[src/adc_ctrl_pkg.sv]
/*
 * Constants shared by the converter control block: register offsets,
 * configuration field positions, reset values, timing counts and state types.
 * Assumes a 50 MHz system clock and a 32-bit APB register bus.
 */
package adc_ctrl_pkg;
    // system clock
    localparam int CLK_MHZ = 50;
    localparam int CLK_PERIOD_NS = 20;

    // register byte offsets
    localparam int ADDR_W = 8;
    localparam logic [7:0] ADDR_CONFIG = 8'h00;
    localparam logic [7:0] ADDR_STATUS = 8'h04;
    localparam logic [7:0] ADDR_RESULT = 8'h08;

    // configuration field positions
    localparam int CFG_W = 10;
    localparam int CFG_PD_LSB = 0;
    localparam int CFG_FULL_CLOCK = 2;
    localparam int CFG_COUNTER_EN = 3;
    localparam int CFG_CHANNEL_ID_DISABLE = 4;
    localparam int CFG_SINGLE_START = 5;
    localparam int CFG_FIFO_REQ = 6;
    localparam int CFG_SEQ_EN = 7;
    localparam int CFG_SEQ_LAST_LSB = 8;
    localparam logic [9:0] CONFIG_RESET = 10'h000;

    // power-down select encodings
    localparam logic [1:0] PD_NONE = 2'h0;
    localparam logic [1:0] PD_POWER_DOWN = 2'h1;
    localparam logic [1:0] PD_SLEEP = 2'h2;
    localparam logic [1:0] PD_AUTO_SLEEP = 2'h3;

    // new-result counter
    localparam logic [1:0] COUNTER_RESET = 2'h1;

    // conversion timing in converter clock periods
    localparam logic [5:0] CYCLE_HALF = 6'h14;
    localparam logic [5:0] CYCLE_FULL = 6'h28;
    localparam logic [5:0] BUSY_HALF = 6'h12;
    localparam logic [5:0] BUSY_FULL = 6'h24;
    localparam logic [5:0] SETTLE_HALF = 6'h07;
    localparam logic [5:0] SETTLE_FULL = 6'h0E;

    // power sequencing times
    localparam int T_PD_ENTER_US = 20;
    localparam int T_SLEEP_ENTER_US = 10;
    localparam int T_PD_WAKE_MS = 8;
    localparam int T_SRST_NS = 20;
    localparam int PTMR_W = 20;
    localparam int PD_ENTER_CYC = T_PD_ENTER_US * CLK_MHZ;
    localparam int SLEEP_ENTER_CYC = T_SLEEP_ENTER_US * CLK_MHZ;
    localparam int PD_WAKE_CYC = T_PD_WAKE_MS * 1000 * CLK_MHZ;
    localparam int SRST_CYC_RAW = (T_SRST_NS + CLK_PERIOD_NS - 1) / CLK_PERIOD_NS;
    localparam int SRST_CYC = (SRST_CYC_RAW < 1) ? 1 : SRST_CYC_RAW;

    // serial control word
    localparam logic [4:0] SDI_WORD_BITS = 5'h10;
    localparam logic [3:0] SDI_ADDR_SOFT_RESET = 4'h4;
    localparam logic [3:0] SDI_ADDR_CONFIG = 4'h1;

    // serial output frame
    localparam logic [4:0] FRAME_BITS = 5'h14;

    typedef enum logic [1:0] {C_IDLE, C_SETTLE, C_CONV} conv_state_e;
    typedef enum logic [1:0] {P_ON, P_ENTER, P_OFF, P_WAKE} pwr_state_e;
endpackage : adc_ctrl_pkg

[src/adc_power_counter_readout_ctrl.sv]
/*
 * Digital control of a dual simultaneous-sampling converter: conversion and
 * readout timing, new-result counter, power-down sequencing, serial control
 * word with software reset, and an APB register slave.
 * Assumes converter clock, conversion start, read strobe and serial data in
 * arrive asynchronously from the host; result words come from the analog core.
 */
// The register offsets and the APB interface to the registers were left to the implementer.
`timescale 1ns/100ps
`default_nettype none
module adc_power_counter_readout_ctrl #(
    parameter int PD_WAKE_CYCLES = adc_ctrl_pkg::PD_WAKE_CYC
) (
    input wire logic clk,
    input wire logic rst,
    input wire logic psel,
    input wire logic penable,
    input wire logic pwrite,
    input wire logic [adc_ctrl_pkg::ADDR_W-1:0] paddr,
    input wire logic [31:0] pwdata,
    output logic [31:0] prdata,
    output logic pready,
    output logic pslverr,
    input wire logic adc_clock,
    input wire logic conversion_start,
    input wire logic read_strobe,
    input wire logic serial_data_in,
    input wire logic [15:0] result_a,
    input wire logic [15:0] result_b,
    input wire logic channel_a,
    input wire logic channel_b,
    output logic busy,
    output logic [1:0] serial_data_outputs,
    output logic serial_data_enable,
    output logic fifo_enable,
    output logic sample_mode,
    output logic bias_enable,
    output logic low_current,
    output logic deep_power_down
);
    import adc_ctrl_pkg::*;

    // pin synchronisers: 0 clock, 1 start, 2 read, 3 serial in
    logic [3:0] pins;
    logic [3:0] sync1_r;
    logic [3:0] sync2_r;
    logic [3:0] sync3_r;
    logic [3:0] filt_r;
    logic [3:0] filt_d_r;
    logic ck_rise, ck_fall, cs_rise, rd_fall, sdi_bit;

    assign pins = {serial_data_in, read_strobe, conversion_start, adc_clock};

    always_ff @(posedge clk) begin
        sync1_r <= pins;
        sync2_r <= sync1_r;
        sync3_r <= sync2_r;
    end

    genvar gi;
    generate
        for (gi = 0; gi < 4; gi++) begin : g_filt
            always_ff @(posedge clk) begin
                if (rst) begin
                    filt_r[gi] <= 1'b0;
                end else if (sync2_r[gi] == sync3_r[gi]) begin
                    filt_r[gi] <= sync3_r[gi];
                end
            end
        end
    endgenerate

    always_ff @(posedge clk) begin
        if (rst) begin
            filt_d_r <= 4'h0;
        end else begin
            filt_d_r <= filt_r;
        end
    end

    assign ck_rise = filt_r[0] & ~filt_d_r[0];
    assign ck_fall = ~filt_r[0] & filt_d_r[0];
    assign cs_rise = filt_r[1] & ~filt_d_r[1];
    assign rd_fall = ~filt_r[2] & filt_d_r[2];
    assign sdi_bit = filt_r[3];

    // software reset stretcher and internal reset
    logic [3:0] srst_cnt_r;
    logic ireset;
    logic soft_req;

    always_ff @(posedge clk) begin
        if (rst) begin
            srst_cnt_r <= 4'h0;
        end else if (soft_req) begin
            srst_cnt_r <= 4'(SRST_CYC);
        end else if (srst_cnt_r != 4'h0) begin
            srst_cnt_r <= srst_cnt_r - 4'h1;
        end
    end
    assign ireset = rst | (srst_cnt_r != 4'h0);

    // configuration fields
    logic [CFG_W-1:0] config_r;
    logic [CFG_W-1:0] config_nxt;
    logic [1:0] pd_sel;
    logic full_clock, counter_en, channel_id_disable, single_start, seq_en;
    logic [1:0] seq_last;

    assign pd_sel = config_r[CFG_PD_LSB +: 2];
    assign full_clock = config_r[CFG_FULL_CLOCK];
    assign counter_en = config_r[CFG_COUNTER_EN];
    assign channel_id_disable = config_r[CFG_CHANNEL_ID_DISABLE];
    assign single_start = config_r[CFG_SINGLE_START];
    assign seq_en = config_r[CFG_SEQ_EN];
    assign seq_last = config_r[CFG_SEQ_LAST_LSB +: 2];

    assign fifo_enable = config_r[CFG_FIFO_REQ] & ~full_clock;

    // mode-dependent lengths
    logic [5:0] cycle_len, busy_len, settle_len;
    assign cycle_len = full_clock ? CYCLE_FULL : CYCLE_HALF;
    assign busy_len = full_clock ? BUSY_FULL : BUSY_HALF;
    assign settle_len = full_clock ? SETTLE_FULL : SETTLE_HALF;

    // serial control word capture
    logic [4:0] sdi_bits_r;
    logic [15:0] sdi_sh_r;
    logic word_done;
    logic [15:0] word;
    logic sdi_cfg_wr;
    logic asleep_r;

    assign word_done = ck_fall & (sdi_bits_r == 5'h01) & ~rd_fall;
    assign word = {sdi_sh_r[14:0], sdi_bit};
    // reset address decoded at word completion
    assign soft_req = word_done & (word[15:12] == SDI_ADDR_SOFT_RESET);
    // while asleep only a write clearing the select field is taken
    assign sdi_cfg_wr = word_done & (word[15:12] == SDI_ADDR_CONFIG)
                        & (~asleep_r | (word[CFG_PD_LSB +: 2] == PD_NONE));

    always_ff @(posedge clk) begin
        if (ireset) begin
            sdi_bits_r <= 5'h00;
            sdi_sh_r <= 16'h0000;
        end else if (rd_fall) begin
            sdi_bits_r <= SDI_WORD_BITS;
        end else if (ck_fall && sdi_bits_r != 5'h00) begin
            sdi_sh_r <= word;
            sdi_bits_r <= sdi_bits_r - 5'h01;
        end
    end

    // APB slave
    logic apb_setup, apb_access, apb_cfg_wr, mapped;
    logic [31:0] rd_mux;
    logic [31:0] prdata_r;
    logic [1:0] cnt_r;
    logic [31:0] result_r;

    assign apb_setup = psel & ~penable;
    assign apb_access = psel & penable;
    assign mapped = (paddr == ADDR_CONFIG) | (paddr == ADDR_STATUS)
                    | (paddr == ADDR_RESULT);
    assign apb_cfg_wr = apb_access & pwrite & (paddr == ADDR_CONFIG);
    assign pready = 1'b1;
    assign pslverr = apb_access & ~mapped;
    assign prdata = prdata_r;
    assign rd_mux = (paddr == ADDR_CONFIG) ? {22'h000000, config_r} :
                    (paddr == ADDR_STATUS) ? {25'h0000000, cnt_r, fifo_enable,
                                              deep_power_down, low_current,
                                              asleep_r, busy} :
                    (paddr == ADDR_RESULT) ? result_r : 32'h00000000;

    always_ff @(posedge clk) begin
        if (rst) begin
            prdata_r <= 32'h00000000;
        end else if (apb_setup && !pwrite) begin
            prdata_r <= rd_mux;
        end
    end

    // select field takes effect when the write completes; config untouched by power modes
    assign config_nxt = apb_cfg_wr ? pwdata[CFG_W-1:0] :
                        sdi_cfg_wr ? word[CFG_W-1:0] : config_r;

    always_ff @(posedge clk) begin
        if (ireset) begin
            config_r <= CONFIG_RESET;
        end else begin
            config_r <= config_nxt;
        end
    end

    // conversion sequencing
    conv_state_e cst_r, cst_nxt;
    pwr_state_e pwr_r, pwr_nxt;
    logic [5:0] ccnt_r, ccnt_nxt;
    logic [5:0] since_r;
    logic [1:0] seq_idx_r, seq_nxt;
    logic asleep_nxt, conv_done, start_ok, seq_more, pd_hold;

    assign pd_hold = (pd_sel == PD_POWER_DOWN) | (pd_sel == PD_SLEEP);
    assign start_ok = cs_rise & (cst_r == C_IDLE) & (since_r >= cycle_len)
                      & (pwr_r == P_ON) & ~pd_hold;
    // single start runs the whole sequence
    assign seq_more = seq_en & single_start & (seq_idx_r != seq_last);

    always_comb begin
        cst_nxt = cst_r;
        ccnt_nxt = ccnt_r;
        seq_nxt = seq_idx_r;
        asleep_nxt = asleep_r;
        conv_done = 1'b0;
        case (cst_r)
            C_IDLE: begin
                if (start_ok) begin
                    seq_nxt = 2'h0;
                    // a conversion start wakes auto-sleep, as does leaving the auto-sleep select
                    if (asleep_r) begin
                        cst_nxt = C_SETTLE;
                        ccnt_nxt = settle_len;
                        asleep_nxt = 1'b0;
                    end else begin
                        cst_nxt = C_CONV;
                        ccnt_nxt = busy_len;
                    end
                end
            end
            C_SETTLE: begin
                if (ck_rise) begin
                    if (ccnt_r == 6'h01) begin
                        cst_nxt = C_CONV;
                        ccnt_nxt = busy_len;
                    end else begin
                        ccnt_nxt = ccnt_r - 6'h01;
                    end
                end
            end
            C_CONV: begin
                if (ck_rise) begin
                    if (ccnt_r == 6'h01) begin
                        conv_done = 1'b1;
                        if (seq_more) begin
                            ccnt_nxt = busy_len;
                            seq_nxt = seq_idx_r + 2'h1;
                        end else begin
                            cst_nxt = C_IDLE;
                            // per conversion, or after the last of a sequence
                            asleep_nxt = (pd_sel == PD_AUTO_SLEEP);
                        end
                    end else begin
                        ccnt_nxt = ccnt_r - 6'h01;
                    end
                end
            end
            default: begin
                cst_nxt = C_IDLE;
            end
        endcase
        if (pd_sel != PD_AUTO_SLEEP) begin
            asleep_nxt = 1'b0;
        end
    end

    // software reset aborts conversion and returns to acquisition
    always_ff @(posedge clk) begin
        if (ireset) begin
            cst_r <= C_IDLE;
            ccnt_r <= 6'h00;
            seq_idx_r <= 2'h0;
            asleep_r <= 1'b0;
        end else begin
            cst_r <= cst_nxt;
            ccnt_r <= ccnt_nxt;
            seq_idx_r <= seq_nxt;
            asleep_r <= asleep_nxt;
        end
    end

    always_ff @(posedge clk) begin
        if (ireset) begin
            since_r <= 6'h3F;
        end else if (start_ok) begin
            since_r <= 6'h00;
        end else if (ck_rise && since_r != 6'h3F) begin
            since_r <= since_r + 6'h01;
        end
    end

    assign busy = (cst_r == C_CONV);
    assign sample_mode = (cst_r != C_CONV);

    // result capture and new-result counter
    logic chan_a_r, chan_b_r, chan_valid_r;
    logic read_ok;

    assign read_ok = rd_fall & ~asleep_r;

    always_ff @(posedge clk) begin
        if (ireset) begin
            result_r <= 32'h00000000;
            chan_a_r <= 1'b0;
            chan_b_r <= 1'b0;
        end else if (conv_done) begin
            result_r <= {result_b, result_a};
            chan_a_r <= channel_a;
            chan_b_r <= channel_b;
        end
    end

    // advance only on a fresh result
    always_ff @(posedge clk) begin
        if (ireset) begin
            cnt_r <= COUNTER_RESET;
        end else if (conv_done && counter_en) begin
            cnt_r <= cnt_r + 2'h1;
        end
    end

    // channel bit valid for the first full-clock read only
    always_ff @(posedge clk) begin
        if (ireset) begin
            chan_valid_r <= 1'b0;
        end else if (conv_done) begin
            chan_valid_r <= 1'b1;
        end else if (read_ok && full_clock) begin
            chan_valid_r <= 1'b0;
        end
    end

    // first bit is channel indicator or result MSB
    function automatic logic [19:0] frame_of(input logic chan, input logic [15:0] res,
                                             input logic cid_i, input logic bad_chan,
                                             input logic [1:0] cnt_i);
        logic chan_out;
        chan_out = bad_chan ? ~chan : chan;
        if (cid_i) begin
            frame_of = {res, cnt_i, 2'h0};
        end else begin
            frame_of = {chan_out, 1'b0, res, cnt_i};
        end
    endfunction

    // serial readout
    logic [19:0] sha_r, shb_r;
    logic [4:0] sbits_r;
    logic shift_step, bad_chan;

    // falling clock edges in full-clock mode
    // rising clock edges in half-clock mode
    assign shift_step = full_clock ? ck_fall : ck_rise;
    assign bad_chan = full_clock & ~chan_valid_r;

    // a read without a new conversion repeats the stored result
    always_ff @(posedge clk) begin
        if (ireset) begin
            sha_r <= 20'h00000;
            shb_r <= 20'h00000;
            sbits_r <= 5'h00;
        end else if (read_ok) begin
            sha_r <= frame_of(chan_a_r, result_r[15:0], channel_id_disable, bad_chan, cnt_r);
            shb_r <= frame_of(chan_b_r, result_r[31:16], channel_id_disable, bad_chan, cnt_r);
            sbits_r <= FRAME_BITS;
        end else if (shift_step && sbits_r != 5'h00) begin
            sha_r <= {sha_r[18:0], 1'b0};
            shb_r <= {shb_r[18:0], 1'b0};
            sbits_r <= sbits_r - 5'h01;
        end
    end

    assign serial_data_outputs = {shb_r[19], sha_r[19]};
    assign serial_data_enable = (sbits_r != 5'h00);

    // power-down sequencing
    logic [PTMR_W-1:0] ptmr_r, ptmr_nxt, wake_load;
    logic deep_r, deep_nxt, wake_step;

    assign wake_load = deep_r ? PTMR_W'(PD_WAKE_CYCLES) : PTMR_W'(settle_len);
    assign wake_step = deep_r ? 1'b1 : ck_rise;

    always_comb begin
        pwr_nxt = pwr_r;
        ptmr_nxt = ptmr_r;
        deep_nxt = deep_r;
        case (pwr_r)
            P_ON: begin
                if (pd_hold && cst_r == C_IDLE) begin
                    pwr_nxt = P_ENTER;
                    deep_nxt = (pd_sel == PD_POWER_DOWN);
                    ptmr_nxt = (pd_sel == PD_POWER_DOWN) ? PTMR_W'(PD_ENTER_CYC)
                                                         : PTMR_W'(SLEEP_ENTER_CYC);
                end
            end
            P_ENTER: begin
                if (pd_sel == PD_NONE) begin
                    pwr_nxt = P_WAKE;
                    ptmr_nxt = wake_load;
                end else if (ptmr_r <= PTMR_W'(1)) begin
                    pwr_nxt = P_OFF;
                end else begin
                    ptmr_nxt = ptmr_r - PTMR_W'(1);
                end
            end
            P_OFF: begin
                if (pd_sel == PD_NONE) begin
                    pwr_nxt = P_WAKE;
                    ptmr_nxt = wake_load;
                end
            end
            P_WAKE: begin
                if (wake_step) begin
                    if (ptmr_r <= PTMR_W'(1)) begin
                        pwr_nxt = P_ON;
                    end else begin
                        ptmr_nxt = ptmr_r - PTMR_W'(1);
                    end
                end
            end
            default: begin
                pwr_nxt = P_ON;
            end
        endcase
    end

    always_ff @(posedge clk) begin
        if (ireset) begin
            pwr_r <= P_ON;
            ptmr_r <= '0;
            deep_r <= 1'b0;
        end else begin
            pwr_r <= pwr_nxt;
            ptmr_r <= ptmr_nxt;
            deep_r <= deep_nxt;
        end
    end

    // digital interface stays up, but reads are ignored in auto-sleep; analog blocks off
    assign bias_enable = (pwr_r != P_OFF) & ~asleep_r;
    assign low_current = (pwr_r == P_OFF) | asleep_r;
    assign deep_power_down = (pwr_r == P_OFF) & deep_r;
endmodule : adc_power_counter_readout_ctrl
`default_nettype wire

[config.mk]
export PLATFORM = sky130hd
export DESIGN_NAME = adc_power_counter_readout_ctrl
export DESIGN_NICKNAME = d
export VERILOG_FILES = /design/src/adc_ctrl_pkg.sv /design/src/adc_power_counter_readout_ctrl.sv
export SDC_FILE = /design/constraint.sdc
export NUM_CORES = 1
export LEC_CHECK = 0
export ABC_AREA = 1
export BUFFER_PORTS_ARGS = -buffer_cell sky130_fd_sc_hd__buf_2
export CAP_MARGIN = 20
export CORE_ASPECT_RATIO = 0.5
export CORE_MARGIN = 2
export CORE_UTILIZATION = 45
export CTS_CLUSTER_DIAMETER = 200
export DETAILED_ROUTE_END_ITERATION = 10
export SYNTH_ARGS = -nofsm -noshare
export SYNTH_HDL_FRONTEND = slang
export SYNTH_SLANG_ARGS = --single-unit
[constraint.sdc]
create_clock -name clk -period 4.75 [get_ports clk]
set_clock_uncertainty 0.05 [all_clocks]
set_input_delay 0.95 -clock clk [delete_from_list [all_inputs] [get_ports clk]]
set_output_delay 0.95 -clock clk [all_outputs]
set_load 0.05 [all_outputs]
# Word level (Yosys, flattened, before mapping)
# Index checks and enable logic that the tools add are counted.
[op_classes]
n_eq_ne = 36
n_lt_le_gt_ge = 2
n_bitwise = 44
n_mux = 72
n_addsub = 8
reduce_logical = 36
[op_table]
columns = ["op", "n"]
rows = [
  ["$mux 20", 11],
  ["$mux 32", 3],
  ["$pmux 20 s4", 1],
  ["$mux 6", 11],
  ["$mux 2", 17],
  ["$mux 10", 3],
  ["$and 1x1->1", 25],
  ["$le 20x1->1 const B", 1],
  ["$mux 5", 4],
  ["$ne 2x2->1 const B", 10],
  ["$reduce_and 5->1", 4],
  ["$sub 20x1->20 const B", 1],
  ["$mux 19", 1],
  ["$pmux 6 s3", 1],
  ["$mux 1", 15],
  ["$reduce_bool 2->1", 7],
  ["$not 1->1", 13],
  ["$eq 2x2->1 const B", 5],
  ["$reduce_bool 5->1", 2],
  ["$sub 5x1->5 const B", 2],
  ["$eq 8x3->1 const B", 1],
  ["$eq 8x4->1 const B", 1],
  ["$logic_not 2->1", 4],
  ["$logic_not 8->1", 1],
  ["29 further kinds", 54],
]
[totals]
regBits = 207
elab_cells = 230
inputBits = 83

# Depth between registers and ports, before layout
# Gate-level depths: netlist (run 1).
[depth]
word_depth = 8
ltp_mapped = 13
depth_no_buf = 13

# Least setup slack after synthesis (run 1)
# No wires, ideal clock.
[synth_path]
path_kind = "input to output"
from = "input paddr[7] in the netlist's numbering"
to = "output pslverr"
n_path_buf = 0
setup_slack_ns = 1.780
path_stages = 6
arrival_ns = 1.970
path_cell_list = "nor2_1 -> nand2_1 -> inv_1 -> nand4_1 -> o21ai_0 -> nor2_1"
[synth_between]
elab_chain_len = 5
elab_cells_between_ends = 7
classes_between = "eq/ne (2); bitwise (4); reduce/logical (1)"
[synth_rtl]
columns = ["element", "line_no", "rtl"]
rows = [
  ["start: declaration", "adc_power_counter_readout_ctrl.sv:19", "input wire logic [adc_ctrl_pkg::ADDR_W-1:0] paddr,"],
  ["$eq 8x3->1 or $logic_not 8->1 (tied branches)", "adc_power_counter_readout_ctrl.sv:163", "assign mapped = (paddr == ADDR_CONFIG) | (paddr == ADDR_STATUS)"],
  ["$or 1x1->1", "adc_power_counter_readout_ctrl.sv:163", ""],
  ["$or 1x1->1 (*)", "adc_power_counter_readout_ctrl.sv:164", "| (paddr == ADDR_RESULT);"],
  ["$not 1->1 (*)", "adc_power_counter_readout_ctrl.sv:167", "assign pslverr = apb_access & ~mapped;"],
  ["$and 1x1->1 (*)", "adc_power_counter_readout_ctrl.sv:167", ""],
  ["end: declaration", "adc_power_counter_readout_ctrl.sv:23", "output logic pslverr,"],
]
# Every way passes the cells marked *; elsewhere a longest branch is shown, timed or not.

# Final worst setup path (run 1)
[layout_path]
from = "register config_r[0]"
to = "register ptmr_r[10]"
[layout_between]
elab_chain_len = 5
elab_cells_between_ends = 10
classes_between = "eq/ne (4); mux (2); bitwise (1); reduce/logical (3)"
[layout_rtl]
columns = ["element", "line_no", "rtl"]
rows = [
  ["start: declaration", "adc_power_counter_readout_ctrl.sv:104", "logic [CFG_W-1:0] config_r;"],
  ["start signal: assignment", "adc_power_counter_readout_ctrl.sv:191", "config_r <= config_nxt;"],
  ["$eq 2x1->1 or $eq 2x2->1 (tied branches)", "adc_power_counter_readout_ctrl.sv:203", "assign pd_hold = (pd_sel == PD_POWER_DOWN) | (pd_sel == PD_SLEEP);"],
  ["$or 1x1->1", "adc_power_counter_readout_ctrl.sv:203", ""],
  ["$logic_and 1x1->1", "adc_power_counter_readout_ctrl.sv:388", "if (pd_hold && cst_r == C_IDLE) begin"],
  ["$ne 2x1->1 (no line)", "-", ""],
  ["$reduce_and 3->1 (no line)", "-", ""],
  ["end signal: assignment", "adc_power_counter_readout_ctrl.sv:433", "ptmr_r <= ptmr_nxt;"],
  ["end: declaration", "adc_power_counter_readout_ctrl.sv:376", "logic [PTMR_W-1:0] ptmr_r, ptmr_nxt, wake_load;"],
]
# Parallel ways exist; a longest one is shown, timed or not.
# A chain may end at the register's enable or synchronous reset.

==> results of run 1 <==
==> Yosys cell counts, drive strengths merged (2+ instances only) <==
cell and count:
a211oi 3, a21oi 135, a221oi 3, a31o 2
a31oi 21, buf 37, clkbuf 27, dfxtp 205
ha 28, inv 165, nand2 229, nand3 59
nand4 22, nor2 163, nor3 14, nor3b 5
nor4 3, o211ai 9, o21a 2, o21ai 138
o221ai 32, o31ai 2, or2 4, xnor2 6
xor2 19
==> cell families after synthesis <==
family          after synthesis  synth area share
flops                       205            0.4199
xor+xnor                     25           0.02240
fa+ha+maj                    28           0.03585
other cells                   1         0.0003837
compound gates              351            0.2034
simple gates                502            0.2231
buf+inv                     230           0.09487
==> state kept, by name (all words and copies together) (netlist names), 5 cells and up <==
signal,count
ccnt_r,6
config_r,10
prdata,32
ptmr_r,20
result_r,32
sbits_r,5
sdi_bits_r,5
sdi_sh_r,15
sha_r,20
shb_r,18
since_r,6
==> power groups by stage <==
stage                     clock, mW  sequential [mW]  combinational, mW
after floorplan                   0             1.88              0.678
after global placement            0             1.87              0.861
after detailed placement          0             1.88              0.899
after CTS                      1.80             1.84              0.903
after global routing           1.88             1.85               1.03
final                          1.76             1.84              0.902
==> per-layer routing <==
layer,up-vias,GRT usage,share of wire
li1,4591,-,-
met4,0,0.05145,0.017
met2,181,0.3784,0.46
met5,-,0,0
met1,4229,0.2969,0.47
met3,33,0.04182,0.046
==> worst max-delay path by stage <==
stage                      from    endpoint  slack [ns]  cells past startpoint
detailed placement          rst  sbits_r[3]        1.69                      7
CTS                 config_r[0]  ptmr_r[10]        1.77                     10
global route           cst_r[0]  ptmr_r[10]        1.45                     10
global placement            rst  sbits_r[1]        1.44                      6
floorplan              paddr[7]     pslverr        1.78                      6
finish              config_r[0]  ptmr_r[10]        1.79                     10
==> cell type report <==
class | instances | share of cell area
well taps | 300 | 0.03361
repair buffers | 110 | 0.05355
clock inverters | 8 | 0.01579
flip-flops and latches | 205 | 0.3674
inverters | 166 | 0.05590
multi-input cells | 907 | 0.4254
clock buffers | 25 | 0.04828
==> critical path, cell delays in order, from the launching register on <==
cell	delay, ns
dfxtp_1	0.41
inv_1	0.10
ha_1	0.34
nand2_1	0.06
nand2_1	0.07
nand2_1	0.05
nor2_1	0.64
inv_1	0.49
o21ai_1	0.45
a21oi_1	0.07
o21a_1	0.12
==> out/metrics.yaml, run 1 <==
grt_max_degree: 70
cp_max_fo: 15
synth_ff_type: "dfxtp_1"
htreeDepth: 1
worst-slew-pin-transition_ns: 0.9860
port_buffers: 102
holdPathStages: 0
finalNetCount: 1521
yosysWarnings: 0
reg2reg_slack_ns: 1.79
ctsResizeCount: 0
ant_nets: 0
status: "completed"
p_sw_mw: 1.341
drc: 0
post-route-util: 0.5197
numCtsBuffers: 20
seqPwrFrac: 0.408
core_area_um2: 21490
wl_per_cell_um: 14.71
firstDrtPassIters: 5
grt-ovfl-total: 0
clock-sinks: 205
pre_cts_slack_ns: 1.686
n_fill_cell: 2142
timing.rr.start: "config_r[0]"
synth.cell_area_um2: 9773
multiInputGateArea_um2: 4752
drt-total-wl_um: 25320
worstPathRequired_ns: 5.10
clk_pin_slew_ns: 0.07
syn_nets: 1453
period_share: 0.6239
cts_hold_buf: 0
slew_violations: 0
rows: 38
hold_end: "sync2_r[0]"
synthesis.instances: 1342
min_path_type: "reg -> reg"
arrival_ns: 3.32
maxCapViolations: 0
grt_pass1_vias: 8505
synthArstFlopShare: 0
cts_setup_buffers: 0
r2r_cells: 10
postSynthAreaPerCell_um2: 7.283
io_pins: 126
final_cell_mix: "nand2_1, dfxtp_1, nor2_1"
drive_gt1_frac: 0.1323
fin_crit_ns: 2.964
p_sw_frac: 0.2979
die_y_um: 108.2
synth-edff-count: 0
criticalPathCategory: "reg -> reg"
seq_area_frac_synth: 0.4199
grt_pass1_wl_um: 42010
routed_via_density: 5.249
yosys.area.top_type: "dfxtp_1"
register_area_um2: 4104
synth.top_cell.area_share: 0.4199
final_cell_area_um2: 11170
place_hpwl_um: 17420
clk_path_buf_depth: 3
instances_no_fill: 1721
min_from: "sync1_r[0]"
intPower_mw: 3.162
tritoncts: "yes"
die_w_um: 212.4
dpl.cell_count: 1687
startpoint_type: "flop"
antenna_found_initial: 0
initial_utilization: 0.4548
relSlewSlack: 0.3417
placedInstanceArea_um2: 10440
die-area_um2: 22980
synth_area_leaders: "dfxtp_1, nand2_1, a21oi_1"
synth.distinct_cells: 49
root_buffer: "clkbuf_16"
finalSetupViolations: 0
rsz0062_at_grt: "no"
grtUsageTotal: 0.2233
syn2layout_area_growth_pct: 14.29
p_leak_nw: 4.607
setup_slack_ns: 1.786
p_comb_frac: 0.200
clk_latency_ns: 0.51
ys_seq_elements: 205
vias: 9034
drt_iter0_drc: 533
whs_ns: 0.2791
worstSetupEndpointType: "flop"
antenna_cells: 0
gp_congestion: 0.8825
worstReg2RegEnd: "ptmr_r[10]"
tns_ns: 0
ir_drop_mv: 0.2014
p_per_area_nw_per_um2: 403.2
totalPowerFinal_mw: 4.503
timing_hold_violations_final: 0
layout_commonest_cell: "nand2_1"
fmax_ghz: 0.3374
p_clk_frac: 0.391
(Power assumes the default switching activity.)
==> run 2: changes to the inputs <==
- ABC_AREA: 1 -> 0
- PLACE_DENSITY: default -> 0.67
- clock period: 4.75 -> 2.63 ns (I/O delays scaled with it)
==> out/metrics.yaml, run 2 <==
vias: 8420
antenna_cells: 0
cp_slowest_cell: "dfxtp_1"
synth_ff_type: "dfxtp_1"
synth_xor_area_frac: 0.02576
slew_violations: 0
clock-sinks: 205
clk_pin_slew_ns: 0.06
synth.cell_area_um2: 9522
clk_latency_ns: 0.52
ir_drop_mv: 0.3892
grt_pass1_wl_um: 40390
worstSetupEndpointType: "output pin"
synth-edff-count: 0
yosys.area.top_type: "dfxtp_1"
drt-total-wl_um: 24700
p_comb_frac: 0.153
root_buffer: "clkbuf_16"
synth_mux_area_frac: 0.05493
ctsResizeCount: 0
crit_top_cell: "inv_1"
holdPathStages: 1
drt_iter0_drc: 606
ant_nets: 0
crit_family: "flip-flops"
fmax_ghz: 0.4001
p_per_area_nw_per_um2: 688.1
die-area_um2: 22410
synth.distinct_cells: 72
core_area_um2: 20650
status: "completed"
totalPowerFinal_mw: 7.630
period_share: 0.9504
port_buffers: 102
antenna_found_initial: 0
grt-ovfl-total: 0
drive_gt1_frac: 0.1478
maxCapViolations: 0
synth.top_cell.area_share: 0.4310
final_cell_mix: "dfxtp_1, nand2_1, a21oi_1"
p_clk_frac: 0.413
arrival_ns: 1.92
synthesis.instances: 1136
cp_max_fo: 6
clk_path_buf_depth: 3
crit_chain: "inv_1 > ha_1 > or2_2 > inv_1 > buf_2"
rsz0062_at_grt: "no"
critPathLaunch: "pwr_r[0]"
p_sw_mw: 2.126
intPower_mw: 5.504
synth_area_leaders: "dfxtp_1, a211oi_1, a21oi_1"
place_hpwl_um: 17080
rows: 37
syn_nets: 1247
p_sw_frac: 0.2786
criticalPathCategory: "reg -> out"
r2r_cells: 9
crit_cells: 5
firstDrtPassIters: 4
seq_area_frac_synth: 0.4310
finalSetupViolations: 0
tns_ns: 0
synthArstFlopShare: 0
cts_setup_buffers: 0
worstPathRequired_ns: 2.05
ys_seq_elements: 205
seqPwrFrac: 0.435
drc: 0
yosysWarnings: 0
grtUsageTotal: 0.2202
layout_commonest_cell: "dfxtp_1"
numCtsBuffers: 20
grt_max_degree: 112
min_path_type: "in -> reg"
whs_ns: 0.07355
tritoncts: "yes"
syn2layout_area_growth_pct: 16.45
htreeDepth: 1
p_leak_nw: 3.970
routed_via_density: 5.621
relSlewSlack: 0.6175
ys_top_cells_by_count: "dfxtp_1, nand2_1, a21oi_1, a211oi_1, nor2_1"
synth_compound_area_frac: 0.1983
postSynthAreaPerCell_um2: 8.382
die_w_um: 209.7
finalNetCount: 1322
cp_slowest_stage_delay_ns: 0.40
wl_per_cell_um: 16.49
synth_adder_area_share: 0.03679
timing.rr.start: "pwr_r[0]"
timing_hold_violations_final: 0
die_y_um: 106.9
grt_pass1_vias: 8043
worst-path-buf-inv: 3
fin_crit_ns: 2.500
synth_top_family_by_area: "simple AND/OR/NAND/NOR gates"
initial_utilization: 0.4612
gp_congestion: 0.8486
yosysMostFrequentCell: "dfxtp_1"
min_from: "read_strobe"
worst-slew-pin-transition_ns: 0.5738
cts_hold_buf: 0
startpoint_type: "flop"
synth-simple-area-share: 0.2051
io_pins: 126
==> run 2: changes by cell type in the layout (fill, tap and decap cells not counted), sizes merged, moves of 13 or more <==
cell and change:
inv -131, o21ai -102, a211oi +85, nor2 -84
nand2 -70, mux2i +50, nor2b +36, o221ai -31
buf +22, nand3 -20, a31oi -18, nand4 -14
a21oi -13, nor3 +13
==> run 2: per-layer routing <==
metal / share of wire / GRT usage / vias up
met5: 0 / 0 / -
met4: 0.021 / 0.05066 / 0
met3: 0.050 / 0.03984 / 36
met2: 0.49 / 0.3946 / 195
met1: 0.44 / 0.2773 / 4011
li1: - / - / 4178
==> run 2: kinds of logic after synthesis <==
logic type,Yosys count
other,1
AND/OR/NAND/NOR,409
XOR/XNOR,28
flip-flops,205
multiplexers,52
adder cells (fa/ha/maj),28
buffers and inverters,113
AO/OA/AOI/OAI,300
==> run 2: power by group through the flow <==
stage               sequential, mW  combinational [mW]  clock (mW)
floorplan                     3.38               0.819           0
global placement              3.38                1.12           0
detailed placement            3.38                1.16           0
CTS                           3.31                1.16        3.21
global route                  3.33                1.29        3.33
finish                        3.32                1.16        3.15
==> run 2: layout make-up <==
class                   instances  area (um2)
clock buffers                  28       560.5
well taps                     273       341.6
inverters                      34       127.6
clock inverters                 8       158.9
repair buffers                132       810.8
flip-flops and latches        205        4105
multi-input cells             818        4984
fillers                      1901        9559
==> run 2: worst reg2reg max path, stage by stage (launching register included) <==
cell and delay (ns):
dfxtp_1 0.40, inv_1 0.08, ha_1 0.28, nor2b_1 0.18
a221o_1 0.30, buf_4 0.22, nor3_1 0.28, a21oi_1 0.12
a211o_1 0.28, a21oi_1 0.12
==> run 2: worst paths after layout <==
path,slack [ns],to
worst min-delay path,0.07,sync1_r[2]
worst max-delay path,0.13,bias_enable
worst min register to register,0.28,sync2_r[3]
worst max register to register,0.25,pwr_r[0]
==> run 2: metrics by stage <==
step / utilization / cells / worst slack, ns / cell area, um2
final: 0.5370 / 1498 / 0.1304 / 11090
after global routing: 0.5370 / 1498 / 0.01349 / 11090
after CTS: 0.5370 / 1498 / 0.1127 / 11090
after detailed placement: 0.5022 / 1462 / 0.2816 / 10370
after global placement: 0.5022 / 1462 / 0.2988 / 10370
after floorplan: - / 1136 / 0.1835 / 9522
